===== config.mk =====
export PLATFORM = sky130hd
export DESIGN_NAME = fpl_top
export DESIGN_NICKNAME = d
export VERILOG_FILES = /design/src/design/fpl_pkg.sv /design/src/design/fpl_blink_if.sv /design/src/design/fpl_blink.sv /design/src/design/fpl_ident.sv /design/src/design/fpl_top.sv
export SDC_FILE = /design/constraint.sdc
export NUM_CORES = 1
export LEC_CHECK = 0
export BUFFER_PORTS_ARGS = -buffer_cell sky130_fd_sc_hd__buf_2
export CAP_MARGIN = 25
export CORE_AREA = 2 2 111 113
export CTS_CLUSTER_DIAMETER = 120
export DETAILED_ROUTE_END_ITERATION = 10
export DIE_AREA = 0 0 113 115
export SLEW_MARGIN = 5
export SYNTH_ARGS = -nofsm -noshare
export SYNTH_HDL_FRONTEND = slang
export SYNTH_HIERARCHICAL = 1
export SYNTH_SLANG_ARGS = --single-unit

===== constraint.sdc =====
create_clock -name clk -period 4.51 [get_ports clk]
set_clock_uncertainty 0.15 [all_clocks]
set_input_delay 0.451 -clock clk [delete_from_list [all_inputs] [get_ports clk]]
set_output_delay 0.451 -clock clk [all_outputs]
set_load 0.005 [all_outputs]

===== src/design/fpl_pkg.sv =====
// shared constants and types for the front panel status led logic
package fpl_pkg;

  // clock and blink timing
  localparam int unsigned CLK_KHZ        = 100000;   // 100 MHz
  localparam int unsigned BLINK_HALF_MS  = 500;      // ~1 Hz, 50 % duty
  localparam int unsigned BLINK_HALF_CYC = BLINK_HALF_MS * CLK_KHZ;
  localparam int unsigned IDENT_S        = 15;       // timed identify blink
  // the timed identify is counted in blink half periods
  localparam logic [5:0]  IDENT_TOGGLES  =
    6'(IDENT_S * 1000 / BLINK_HALF_MS);

  // correctable memory error limit
  localparam logic [3:0]  CE_LIMIT       = 4'ha;
  localparam logic [3:0]  CE_MAX         = 4'hf;

  // health input widths
  localparam int unsigned DEG_W          = 7;
  localparam int unsigned NONC_W         = 3;
  localparam int unsigned FATAL_W        = 8;

  // register bus
  localparam int unsigned ADDR_W         = 8;
  localparam logic [7:0]  ADDR_CTRL      = 8'h00;
  localparam logic [7:0]  ADDR_MEM       = 8'h04;
  localparam logic [7:0]  ADDR_IDENT     = 8'h08;
  localparam logic [7:0]  ADDR_STATUS    = 8'h0c;

  // control register fields
  localparam int unsigned CTRL_READY_BIT  = 0;
  localparam int unsigned CTRL_SPARE_BIT  = 1;
  localparam int unsigned CTRL_MIRROR_BIT = 2;
  // memory event register fields
  localparam int unsigned MEM_CE_BIT      = 0;
  localparam int unsigned MEM_RESTART_BIT = 1;
  localparam int unsigned MEM_SPARE_BIT   = 2;
  localparam int unsigned MEM_CNT_LSB     = 4;
  // identify command register fields
  localparam int unsigned ID_TIMED_BIT    = 0;
  localparam int unsigned ID_FOREVER_BIT  = 1;
  localparam int unsigned ID_OFF_BIT      = 2;

  // top level mode
  typedef enum logic [1:0] {
    MODE_INIT = 2'h1,
    MODE_RUN  = 2'h2
  } fpl_mode_t;

  // status display selection
  typedef enum logic [5:0] {
    DISP_OFF   = 6'h01,
    DISP_READY = 6'h02,
    DISP_DEGR  = 6'h04,
    DISP_NONC  = 6'h08,
    DISP_CRIT  = 6'h10,
    DISP_INIT  = 6'h20
  } fpl_disp_t;

  // identify led mode
  typedef enum logic [3:0] {
    ID_OFF     = 4'h1,
    ID_STEADY  = 4'h2,
    ID_TIMED   = 4'h4,
    ID_FOREVER = 4'h8
  } fpl_id_t;

endpackage : fpl_pkg


===== src/design/fpl_blink_if.sv =====
// blink timebase carried from the generator to its users
`timescale 1ns/1ps
interface fpl_blink_if;
  logic phase;   // current blink phase, high half on
  logic toggle;  // one cycle pulse in the cycle before phase flips
  modport src (output phase, output toggle);
  modport snk (input phase, input toggle);
endinterface : fpl_blink_if


===== src/design/fpl_blink.sv =====
// ~1 hz, 50 % duty blink timebase shared by all blinking leds
`timescale 1ns/1ps
module fpl_blink #(
  parameter int unsigned HALF_CYC = fpl_pkg::BLINK_HALF_CYC
) (
  input  wire logic  clk,
  input  wire logic  sys_rst,
  fpl_blink_if.src   blink
);

  localparam int unsigned CW = $clog2(HALF_CYC) + 1;
  localparam logic [CW-1:0] LAST = CW'(HALF_CYC - 1);

  typedef struct packed {
    logic [CW-1:0] cnt;
    logic          phase;
  } fpl_blink_st_t;

  fpl_blink_st_t st_r;
  fpl_blink_st_t st_nxt;
  logic          tgl;

  // equal on and off halves keep the duty at half
  assign tgl = (st_r.cnt == LAST);

  always_comb begin
    st_nxt = st_r;
    if (tgl) begin
      st_nxt.cnt   = '0;
      st_nxt.phase = ~st_r.phase;
    end else begin
      st_nxt.cnt = st_r.cnt + CW'(1);
    end
  end

  always_ff @(posedge clk or posedge sys_rst) begin
    if (sys_rst) begin
      st_r <= '0;
    end else begin
      st_r <= st_nxt;
    end
  end

  assign blink.phase  = st_r.phase;
  assign blink.toggle = tgl;
endmodule : fpl_blink


===== src/design/fpl_ident.sv =====
// blue identify led: button toggle and remote timed or endless blink
`timescale 1ns/1ps
module fpl_ident (
  input  wire logic        clk,
  input  wire logic        sys_rst,
  fpl_blink_if.snk         blink,
  input  wire logic        id_btn,
  input  wire logic        cmd_timed,
  input  wire logic        cmd_forever,
  input  wire logic        cmd_off,
  output fpl_pkg::fpl_id_t id_mode,
  output logic             ident_blue
);

  typedef struct packed {
    fpl_pkg::fpl_id_t mode;
    logic             btn_q;
    logic [5:0]       cnt;
    logic             blue;
  } fpl_ident_st_t;

  fpl_ident_st_t st_r;
  fpl_ident_st_t st_nxt;
  logic          press;
  logic          any_cmd;

  assign press   = id_btn & ~st_r.btn_q;
  assign any_cmd = cmd_timed | cmd_forever | cmd_off;

  // remote commands win over a press in the same cycle
  always_comb begin
    st_nxt       = st_r;
    st_nxt.btn_q = id_btn;
    if (cmd_off) begin
      st_nxt.mode = fpl_pkg::ID_OFF;
    end else if (cmd_forever) begin
      st_nxt.mode = fpl_pkg::ID_FOREVER;
    end else if (cmd_timed) begin
      st_nxt.mode = fpl_pkg::ID_TIMED;
      st_nxt.cnt  = '0;
    end else if (press) begin
      // any lit state goes dark, dark goes steady blue
      if (st_r.mode == fpl_pkg::ID_OFF) begin
        st_nxt.mode = fpl_pkg::ID_STEADY;
      end else begin
        st_nxt.mode = fpl_pkg::ID_OFF;
      end
    end else if (st_r.mode == fpl_pkg::ID_TIMED && blink.toggle) begin
      if (st_r.cnt == fpl_pkg::IDENT_TOGGLES - 6'h1) begin
        st_nxt.mode = fpl_pkg::ID_OFF;
      end else begin
        st_nxt.cnt = st_r.cnt + 6'h1;
      end
    end
    case (st_nxt.mode)
      fpl_pkg::ID_STEADY:  st_nxt.blue = 1'b1;
      fpl_pkg::ID_TIMED:   st_nxt.blue = blink.phase;
      fpl_pkg::ID_FOREVER: st_nxt.blue = blink.phase;
      default:             st_nxt.blue = 1'b0;
    endcase
  end

  always_ff @(posedge clk or posedge sys_rst) begin
    if (sys_rst) begin
      st_r <= '{mode: fpl_pkg::ID_OFF, btn_q: 1'b0, cnt: 6'h0, blue: 1'b0};
    end else begin
      st_r <= st_nxt;
    end
  end

  assign id_mode    = st_r.mode;
  assign ident_blue = st_r.blue;
endmodule : fpl_ident


===== src/design/fpl_top.sv =====
// front panel status, power button gate and identify led control
//
// Decided for this implementation: the address map and the strobed register port.
`timescale 1ns/1ps
// Functional notes
// - booted and ready with no fault shows steady green status.
// - degraded shows blinking green, incl. over ten errors with a spare used.
// - lost cpu, fan failure, lost redundancy and link errors are degraded.
// - non-critical faults such as critical voltage show blinking amber.
// - without sparing or mirroring, ten errors in the window blink amber.
// - fatal faults such as no good memory show steady amber.
// - uncorrectable error, cpu error, cpu missing, trips are also fatal.
// - after power up with standby present the status alternates amber and green during init.
// - power button presses are ignored while init is in progress.
// - init done ends the alternation and restores the power button.
// - each identify press in a cycle without a remote identify command toggles between steady blue and off.
// - a remote identify blinks blue for 15 s or until told to stop.
// - every blink runs near one hertz with equal on and off halves.
// - outside init, while amber is on or blinking the green status stays off.
module fpl_top #(
  parameter int unsigned BLINK_HALF_CYC = fpl_pkg::BLINK_HALF_CYC
) (
  input  wire logic                         clk,
  input  wire logic                         sys_rst,
  input  wire logic [fpl_pkg::ADDR_W-1:0]   reg_addr,
  input  wire logic [31:0]                  reg_wdata,
  input  wire logic                         reg_wr,
  input  wire logic                         reg_rd,
  output logic      [31:0]                  reg_rdata,
  input  wire logic                         standby_supply_present,
  input  wire logic                         mgmt_init_done,
  input  wire logic [fpl_pkg::DEG_W-1:0]    degraded_in,
  input  wire logic [fpl_pkg::NONC_W-1:0]   noncrit_in,
  input  wire logic [fpl_pkg::FATAL_W-1:0]  fatal_in,
  input  wire logic                         pwr_btn,
  output logic                              pwr_btn_out,
  input  wire logic                         id_btn,
  output logic                              status_green,
  output logic                              status_amber,
  output logic                              ident_blue
);

  // whole state of the top level in one record
  typedef struct packed {
    fpl_pkg::fpl_mode_t mode;
    fpl_pkg::fpl_disp_t disp;
    logic               ready;
    logic               spare_mode;
    logic               mirror_mode;
    logic [3:0]         ce_cnt;
    logic               spare_used;
    logic               green;
    logic               amber;
    logic               pwr_out;
    logic [31:0]        rdata;
  } fpl_top_st_t;

  fpl_top_st_t      st_r;
  fpl_top_st_t      st_nxt;
  fpl_pkg::fpl_id_t id_mode;

  // register strobes decoded from the plain bus
  logic wr_ctrl;
  logic wr_mem;
  logic wr_ident;
  logic ce_event;
  logic ce_restart;
  logic spare_take;

  // health terms
  logic mem_degraded;
  logic mem_noncrit;
  logic any_fatal;
  logic any_noncrit;
  logic any_degraded;
  logic init_active;

  fpl_blink_if bl ();

  // shared timebase so every blinking led stays in step
  fpl_blink #(
    .HALF_CYC (BLINK_HALF_CYC)
  ) u_blink (
    .clk     (clk),
    .sys_rst (sys_rst),
    .blink   (bl)
  );

  // write decode, address chain in priority order
  always_comb begin
    wr_ctrl  = 1'b0;
    wr_mem   = 1'b0;
    wr_ident = 1'b0;
    if (reg_wr) begin
      if (reg_addr == fpl_pkg::ADDR_CTRL) begin
        wr_ctrl = 1'b1;
      end else if (reg_addr == fpl_pkg::ADDR_MEM) begin
        wr_mem = 1'b1;
      end else if (reg_addr == fpl_pkg::ADDR_IDENT) begin
        wr_ident = 1'b1;
      end
    end
  end

  // memory event bits act as one cycle pulses, nothing is stored
  assign ce_event   = wr_mem & reg_wdata[fpl_pkg::MEM_CE_BIT];
  assign ce_restart = wr_mem & reg_wdata[fpl_pkg::MEM_RESTART_BIT];
  assign spare_take = wr_mem & reg_wdata[fpl_pkg::MEM_SPARE_BIT];

  fpl_ident u_ident (
    .clk         (clk),
    .sys_rst     (sys_rst),
    .blink       (bl),
    .id_btn      (id_btn),
    .cmd_timed   (wr_ident & reg_wdata[fpl_pkg::ID_TIMED_BIT]),
    .cmd_forever (wr_ident & reg_wdata[fpl_pkg::ID_FOREVER_BIT]),
    .cmd_off     (wr_ident & reg_wdata[fpl_pkg::ID_OFF_BIT]),
    .id_mode     (id_mode),
    .ident_blue  (ident_blue)
  );

  // sparing needs more than the limit and a spare in use
  assign mem_degraded = st_r.spare_mode & st_r.spare_used
                      & (st_r.ce_cnt > fpl_pkg::CE_LIMIT);
  // plain memory hits the limit within the software window
  assign mem_noncrit  = ~st_r.spare_mode & ~st_r.mirror_mode
                      & (st_r.ce_cnt >= fpl_pkg::CE_LIMIT);

  assign any_fatal    = |fatal_in;
  assign any_noncrit  = (|noncrit_in) | mem_noncrit;
  assign any_degraded = (|degraded_in) | mem_degraded;
  assign init_active  = (st_r.mode == fpl_pkg::MODE_INIT);

  // next state: registers, counters, mode, display and bus answer
  always_comb begin
    st_nxt = st_r;

    // software written configuration
    if (wr_ctrl) begin
      st_nxt.ready       = reg_wdata[fpl_pkg::CTRL_READY_BIT];
      st_nxt.spare_mode  = reg_wdata[fpl_pkg::CTRL_SPARE_BIT];
      st_nxt.mirror_mode = reg_wdata[fpl_pkg::CTRL_MIRROR_BIT];
    end

    // restart clears first so an error in the same write still counts
    if (ce_restart) begin
      st_nxt.ce_cnt     = '0;
      st_nxt.spare_used = 1'b0;
    end
    if (ce_event && st_nxt.ce_cnt != fpl_pkg::CE_MAX) begin
      st_nxt.ce_cnt = st_nxt.ce_cnt + 4'h1;
    end
    if (spare_take) begin
      st_nxt.spare_used = 1'b1;
    end

    // controller init holds until the controller reports done
    case (st_r.mode)
      fpl_pkg::MODE_INIT: begin
        if (mgmt_init_done) begin
          st_nxt.mode = fpl_pkg::MODE_RUN;
        end
      end
      fpl_pkg::MODE_RUN: begin
        st_nxt.mode = fpl_pkg::MODE_RUN;
      end
      default: begin
        st_nxt.mode = fpl_pkg::MODE_INIT;
      end
    endcase

    // severity order, worst condition first
    if (init_active) begin
      if (standby_supply_present) begin
        st_nxt.disp = fpl_pkg::DISP_INIT;
      end else begin
        st_nxt.disp = fpl_pkg::DISP_OFF;
      end
    end else if (any_fatal) begin
      st_nxt.disp = fpl_pkg::DISP_CRIT;
    end else if (any_noncrit) begin
      st_nxt.disp = fpl_pkg::DISP_NONC;
    end else if (any_degraded) begin
      st_nxt.disp = fpl_pkg::DISP_DEGR;
    end else if (st_r.ready) begin
      st_nxt.disp = fpl_pkg::DISP_READY;
    end else begin
      st_nxt.disp = fpl_pkg::DISP_OFF;
    end

    // colour per display; amber states never light green
    case (st_nxt.disp)
      fpl_pkg::DISP_INIT: begin
        st_nxt.green = bl.phase;
        st_nxt.amber = ~bl.phase;
      end
      fpl_pkg::DISP_CRIT: begin
        st_nxt.green = 1'b0;
        st_nxt.amber = 1'b1;
      end
      fpl_pkg::DISP_NONC: begin
        st_nxt.green = 1'b0;
        st_nxt.amber = bl.phase;
      end
      fpl_pkg::DISP_DEGR: begin
        st_nxt.green = bl.phase;
        st_nxt.amber = 1'b0;
      end
      fpl_pkg::DISP_READY: begin
        st_nxt.green = 1'b1;
        st_nxt.amber = 1'b0;
      end
      default: begin
        st_nxt.green = 1'b0;
        st_nxt.amber = 1'b0;
      end
    endcase

    // the button reaches the system only once init is over
    st_nxt.pwr_out = pwr_btn & (st_nxt.mode == fpl_pkg::MODE_RUN);

    // read answer stands for exactly the cycle after the strobe
    st_nxt.rdata = '0;
    if (reg_rd) begin
      if (reg_addr == fpl_pkg::ADDR_CTRL) begin
        st_nxt.rdata[fpl_pkg::CTRL_READY_BIT]  = st_r.ready;
        st_nxt.rdata[fpl_pkg::CTRL_SPARE_BIT]  = st_r.spare_mode;
        st_nxt.rdata[fpl_pkg::CTRL_MIRROR_BIT] = st_r.mirror_mode;
      end else if (reg_addr == fpl_pkg::ADDR_MEM) begin
        st_nxt.rdata[fpl_pkg::MEM_SPARE_BIT] = st_r.spare_used;
        st_nxt.rdata[fpl_pkg::MEM_CNT_LSB +: 4] = st_r.ce_cnt;
      end else if (reg_addr == fpl_pkg::ADDR_IDENT) begin
        st_nxt.rdata[3:0] = id_mode;
      end else if (reg_addr == fpl_pkg::ADDR_STATUS) begin
        st_nxt.rdata = {16'h0, st_r.disp, init_active, ident_blue,
                        st_r.amber, st_r.green, st_r.mode,
                        st_r.pwr_out, 3'h0};
      end
    end
  end

  // async reset lands in init: power has just been applied
  always_ff @(posedge clk or posedge sys_rst) begin
    if (sys_rst) begin
      st_r <= '{mode:        fpl_pkg::MODE_INIT,
                disp:        fpl_pkg::DISP_OFF,
                ready:       1'b0,
                spare_mode:  1'b0,
                mirror_mode: 1'b0,
                ce_cnt:      4'h0,
                spare_used:  1'b0,
                green:       1'b0,
                amber:       1'b0,
                pwr_out:     1'b0,
                rdata:       32'h0};
    end else begin
      st_r <= st_nxt;
    end
  end

  assign reg_rdata    = st_r.rdata;
  assign pwr_btn_out  = st_r.pwr_out;
  assign status_green = st_r.green;
  assign status_amber = st_r.amber;
endmodule : fpl_top


; Word level (Yosys, flattened, before mapping)
; Index checks and enable logic that the tools add are counted.
[totals]
register_bits = 91
latch_bits = 0
mem_bits_rw = 0
rom_bits = 0
input_bits = 66
out_inout_bits = 36
mem_count = 0
[classes]
add_sub_neg = 3
mul = 0
div = 0
order_cmp = 2
n_eq_ne = 21
n_shift = 0
n_mux = 45
bitwise_logic = 20
reduce_logical = 10
[ops]
columns = op, count
row1 = 2-to-1 mux 4 bit, 10
row2 = 2-to-1 mux 6 bit, 6
row3 = 2-to-1 mux 32 bit, 1
row4 = 2-to-1 mux 29 bit, 1
row5 = adder 27 x 1 -> 27 bit (second input constant), 1
row6 = == test 27 x 26 -> 1 bit (second input constant), 1
row7 = 2-to-1 mux 27 bit, 1
row8 = == test 8 x 4 -> 1 bit (second input constant), 2
row9 = 2-to-1 mux 16 bit, 1
row10 = bitwise AND 1 bit, 12
row11 = == test 6 x 5 -> 1 bit (second input constant), 2
row12 = 2-to-1 mux 1 bit, 12
row13 = 2-to-1 mux 12 bit, 1
row14 = 2-to-1 mux 5 bit, 2
row15 = one-hot mux 2 bit (5 select lines), 1
row16 = == test 4 x 3 -> 1 bit (second input constant), 2
row17 = == test 8 x 3 -> 1 bit (second input constant), 1
row18 = zero test 8 bit, 1
row19 = 2-to-1 mux 2 bit, 4
row20 = 2-to-1 mux 8 bit, 1
row21 = OR reduction 8 bit, 1
row22 = OR reduction 7 bit, 1
row23 = adder 6 x 1 -> 6 bit (second input constant), 1
row24 = == test 6 x 2 -> 1 bit (second input constant), 1
row25 = 23 further kinds, 34

; Logic depth before layout (Yosys ltp)
[logic_depth]
word_depth = 12
depth_mapped = 11
ltp_nobuf = 9

; Hierarchy
; Netlist, hierarchy kept.
[by_module_without_submodules]
columns = module, instances, cells_each, area_per_inst_um2
row1 = fpl_top, 1, 179, 1873.0
row2 = fpl_blink, 1, 144, 1447.6
row3 = fpl_ident, 1, 70, 706.9

; Worst setup path after synthesis
; Ideal clock, no wire load.
[synth_path]
path_kind = input to register
start = in reg_addr[3] in the netlist's numbering
end = reg u_ident.st_r, in the netlist u_ident/ident_blue
arrival_ns = 2.669
required_ns = 4.284
setup_slack_ns = 1.614
stages = 8
path_buffers = 1
path_cell_list = clkbuf_1 -> inv_1 -> nor4_1 -> inv_1 -> nor3_2 -> a41oi_2 -> a211o_1 -> o21ai_1
[synth_lines]
columns = item, line
row1 = from (decl), fpl_top.sv:25  ; input wire logic [fpl_pkg::ADDR_W-1:0] reg_addr,
row2 = to (signal assigned), fpl_ident.sv:65  ; st_r <= '{mode: fpl_pkg::ID_OFF, btn_q: 1'b0, cnt: 6'h0, blue: 1'b0};
row3 = to (signal assigned), fpl_ident.sv:67  ; st_r <= st_nxt;
row4 = to (decl), fpl_ident.sv:22  ; fpl_ident_st_t st_r;

; Worst setup path after layout
[layout_path]
start = reg u_blink/st_r[1] in the netlist's numbering
end = reg u_ident/st_r[5] in the netlist's numbering
[layout_between]
elab_chain_cells = 4
[layout_rtl]
columns = item, line
row1 = from (decl), fpl_blink.sv:19  ; fpl_blink_st_t st_r;
row2 = from (signal assigned), fpl_blink.sv:40  ; st_r <= st_nxt;
row3 = == test 27 x 26 -> 1 bit, fpl_blink.sv:24  ; assign tgl = (st_r.cnt == LAST);
row4 = via bl.toggle, fpl_blink_if.sv:5  ; logic toggle;
row5 = logical AND 1 bit, fpl_ident.sv:48  ; end else if (st_r.mode == fpl_pkg::ID_TIMED && blink.toggle) begin
row6 = nonzero test 2 bit (no source line), -
row7 = AND reduction 5 bit (no source line), -
; The timed path passes the listed nets, and every way through them passes these cells.
; A chain may end at the register's enable or synchronous reset.

==> results_dict.tcl <==
set metrics [dict create \
    cpPeakStageDelay_ns 0.59 \
    crit_required_ns 4.56 \
    place.gp.congestion 0.8978 \
    fillCellCount 1170 \
    arrival_ns 2.98 \
    grt_max_degree 36 \
    syn_avg_cell_area_um2 10.25 \
    pin_count 102 \
    fin_crit_ns 2.926 \
    critPathLaunchType "register" \
    r2r-start "u_blink/st_r[1]" \
    setup_tns_ns 0 \
    clock.fmax_mhz 341.8 \
    p_leak_uw 0.002161 \
    synthDistinctLibCells 65 \
    clock_latency_ns 0.33 \
    status "finished with violations" \
    post_cts.repair.setup_buffers 0 \
    yosys-top-cells-count "dfrtp_1 (72), buf_4 (37), nand2_1 (24)" \
    cts_buffers 9 \
    nNetsFinal 511 \
    io_buffer_count 56 \
    critical_path_buf_inv_count 0 \
    cp_max_fo 7 \
    final_cells 591 \
    postCtsResizedCells 0 \
    fin_util_pct 39.40 \
    yosysTopAreaCell "dfrtp_1" \
    finalCritPeriodShare_pct 64.88 \
    cap_viol_max_count 0 \
    drt_wl_total_um 8219 \
    die_area_mm2 0.01300 \
    slew_headroom_pct 53.28 \
    synth_flop_cell "dfrtp_1" \
    synth-async-reset-ratio_pct 100.0 \
    combPwrFrac_pct 9.6 \
    clock_path_buffers 2 \
    grt_pass1_wl_um 14040 \
    path_class "reg -> reg" \
    hold_path.class "in -> async" \
    internal-power_uw 1328 \
    crit_path_cell_trace "ha_1, nand3_1, or4_1, nor2_2, nor4b_2, and4_1, nand4_1, xor2_1, nor2_1" \
    place_ws_ns 1.404 \
    rows 40 \
    placed_cells 574 \
    die_y_um 115 \
    ir_worst_vdd_v 0.0001947 \
    antenna_left 0 \
    grt_overflow_total 0 \
    netSwitchingPower_uw 391.1 \
    cts_root_buf "clkbuf_16" \
    htreeDepth 3 \
    netlist_area_mm2 0.004028 \
    synth_seq_cells 75 \
    clk_pin_slew_ns 0.06 \
    grt_use_total_pct 13.51 \
    yosys_warnings 6 \
    wl_per_cell_um 13.91 \
    rsz0062_at_grt "false" \
    start_util_pct 34.10 \
    power_frac_clock_pct 47.2 \
    failed_checks "design-rule violations" \
    via_count 2936 \
    antenna_found_initial 0 \
    worst_slew_pin_slew_ns 0.6943 \
    rrSetupSlack_ns 1.58 \
    viasPerCell 4.968 \
    rr_worst_depth 9 \
    synth_area_leaders "dfrtp_1 (45%), buf_4 (6.9%), mux2i_1 (3.0%)" \
    ys_seq_area_share_pct 46.69 \
    whs_ns 0.007874 \
    worstSetupEndpointType "register" \
    synth_cells 393 \
    holdBufCountCts 0 \
    synth_top_area_share_pct 44.73 \
    setup_viol 0 \
    cts_tree "yes" \
    slew_violations 0 \
    synth_edf_count 0 \
    drc 2 \
    critPathSlowestCell "or4_1" \
    drt_iter0_markers 83 \
    power.density_mw_per_mm2 369.4 \
    cts_sinks 75 \
    dr.pass1.iters 8 \
    area_delta_synth_final_pct 15.53 \
    die_w_um 113 \
    p_seq_share_pct 43.2 \
    drive_above_1_share_pct 24.10 \
    core_mm2 0.01181 \
    dp.final_hpwl_um 6178 \
    yosysMostFrequentCell "dfrtp_1" \
    reg2reg_to "u_ident/st_r[5]" \
    num_antenna_cells 0 \
    crit_family "simple AND/OR/NAND/NOR gates" \
    timing.final.ws_setup_ns 1.584 \
    grt_pass1_vias 2924 \
    hold_viol 0 \
    switching_share_pct 22.76 \
]
## cells by family after synthesis
kind of cell | after synthesis | share of synthesized area, %
buf+inv | 65 | 9.568
simple gates | 163 | 24.14
compound gates | 48 | 9.476
other cells | 1 | 0.09311
mux | 15 | 3.821
fa+ha+maj | 6 | 1.864
xor+xnor | 20 | 4.349
flops | 75 | 46.69
## registers in the layout, indices dropped and copies added (netlist names)
name	count
u_blink/st_r	27
status_green	1
u_ident/ident_blue	1
u_blink/blink.phase	1
u_ident/id_mode	4
st_r	16
u_ident/st_r	7
status_amber	1
reg_rdata	16
pwr_btn_out	1
## through the flow
step           total power (µW)  instance area (µm²)
2_1_floorplan             876.4                 4084
3_3_place_gp              910.0                 4279
3_5_place_dp              920.3                 4307
4_1_cts                    1739                 4648
5_1_grt                    1796                 4653
6_report                   1719                 4653
## how the worst max path moves through the flow
stage	slack [ns]	endpoint	depth (start not counted)	startpoint
5_1_grt	1.34	u_ident/st_r[5]	9	u_blink/st_r[1]
6_report	1.58	u_ident/st_r[5]	9	u_blink/st_r[1]
3_3_place_gp	1.49	u_ident/st_r[6]	9	reg_addr[1]
2_1_floorplan	1.61	u_ident/ident_blue	8	reg_addr[3]
3_5_place_dp	1.40	u_ident/st_r[5]	9	reg_addr[1]
4_1_cts	1.56	u_ident/st_r[5]	9	u_blink/st_r[1]
## power by group through the flow
stage,Clock [µW],Sequential (µW),Combinational (µW)
6_report,812,742,165
3_3_place_gp,0,752,158
4_1_cts,831,741,167
5_1_grt,860,745,191
3_5_place_dp,0,754,167
2_1_floorplan,0,745,131
## final cells by class
type | instances | area (µm²) | area share, %
Inverter | 23 | 86.33 | 1.855
Clock inverter | 7 | 116.4 | 2.501
Sequential cell | 75 | 1881 | 40.41
Multi-Input combinational cell | 268 | 1818 | 39.07
Tap cell | 147 | 183.9 | 3.953
Clock buffer | 9 | 225.2 | 4.840
Timing Repair Buffer | 62 | 342.8 | 7.368
## layout by cell type, fill, tap and decap left out, drive strengths merged, types with 4 or more instances in the layout
master / count
xor2: 8
nand2: 24
xnor2: 12
a21oi: 10
nor4b: 4
and2: 14
dfrtp: 72
nor4: 11
conb: 16
o31ai: 6
or4: 5
clkbuf: 10
mux2i: 12
ha: 6
buf: 61
nor2: 25
nor3: 13
and3: 8
nand4: 15
inv: 23
nor2b: 4
o21ai: 13
nand3: 20
and4: 6
## per-layer routing
| layer | global-route usage (%) | part of all wire (%) | vias up | wire length, µm |
|---|---|---|---|---|
| li1 | - | - | 1442 | - |
| met1 | 17.74 | 46 | 1406 | 3788 |
| met2 | 21.88 | 47 | 75 | 3855 |
| met3 | 3.321 | 5.0 | 13 | 408 |
| met4 | 4.878 | 2.0 | 0 | 167 |
| met5 | 0 | 0 | - | 0 |
Note: power is estimated with default switching activity, not from simulation.
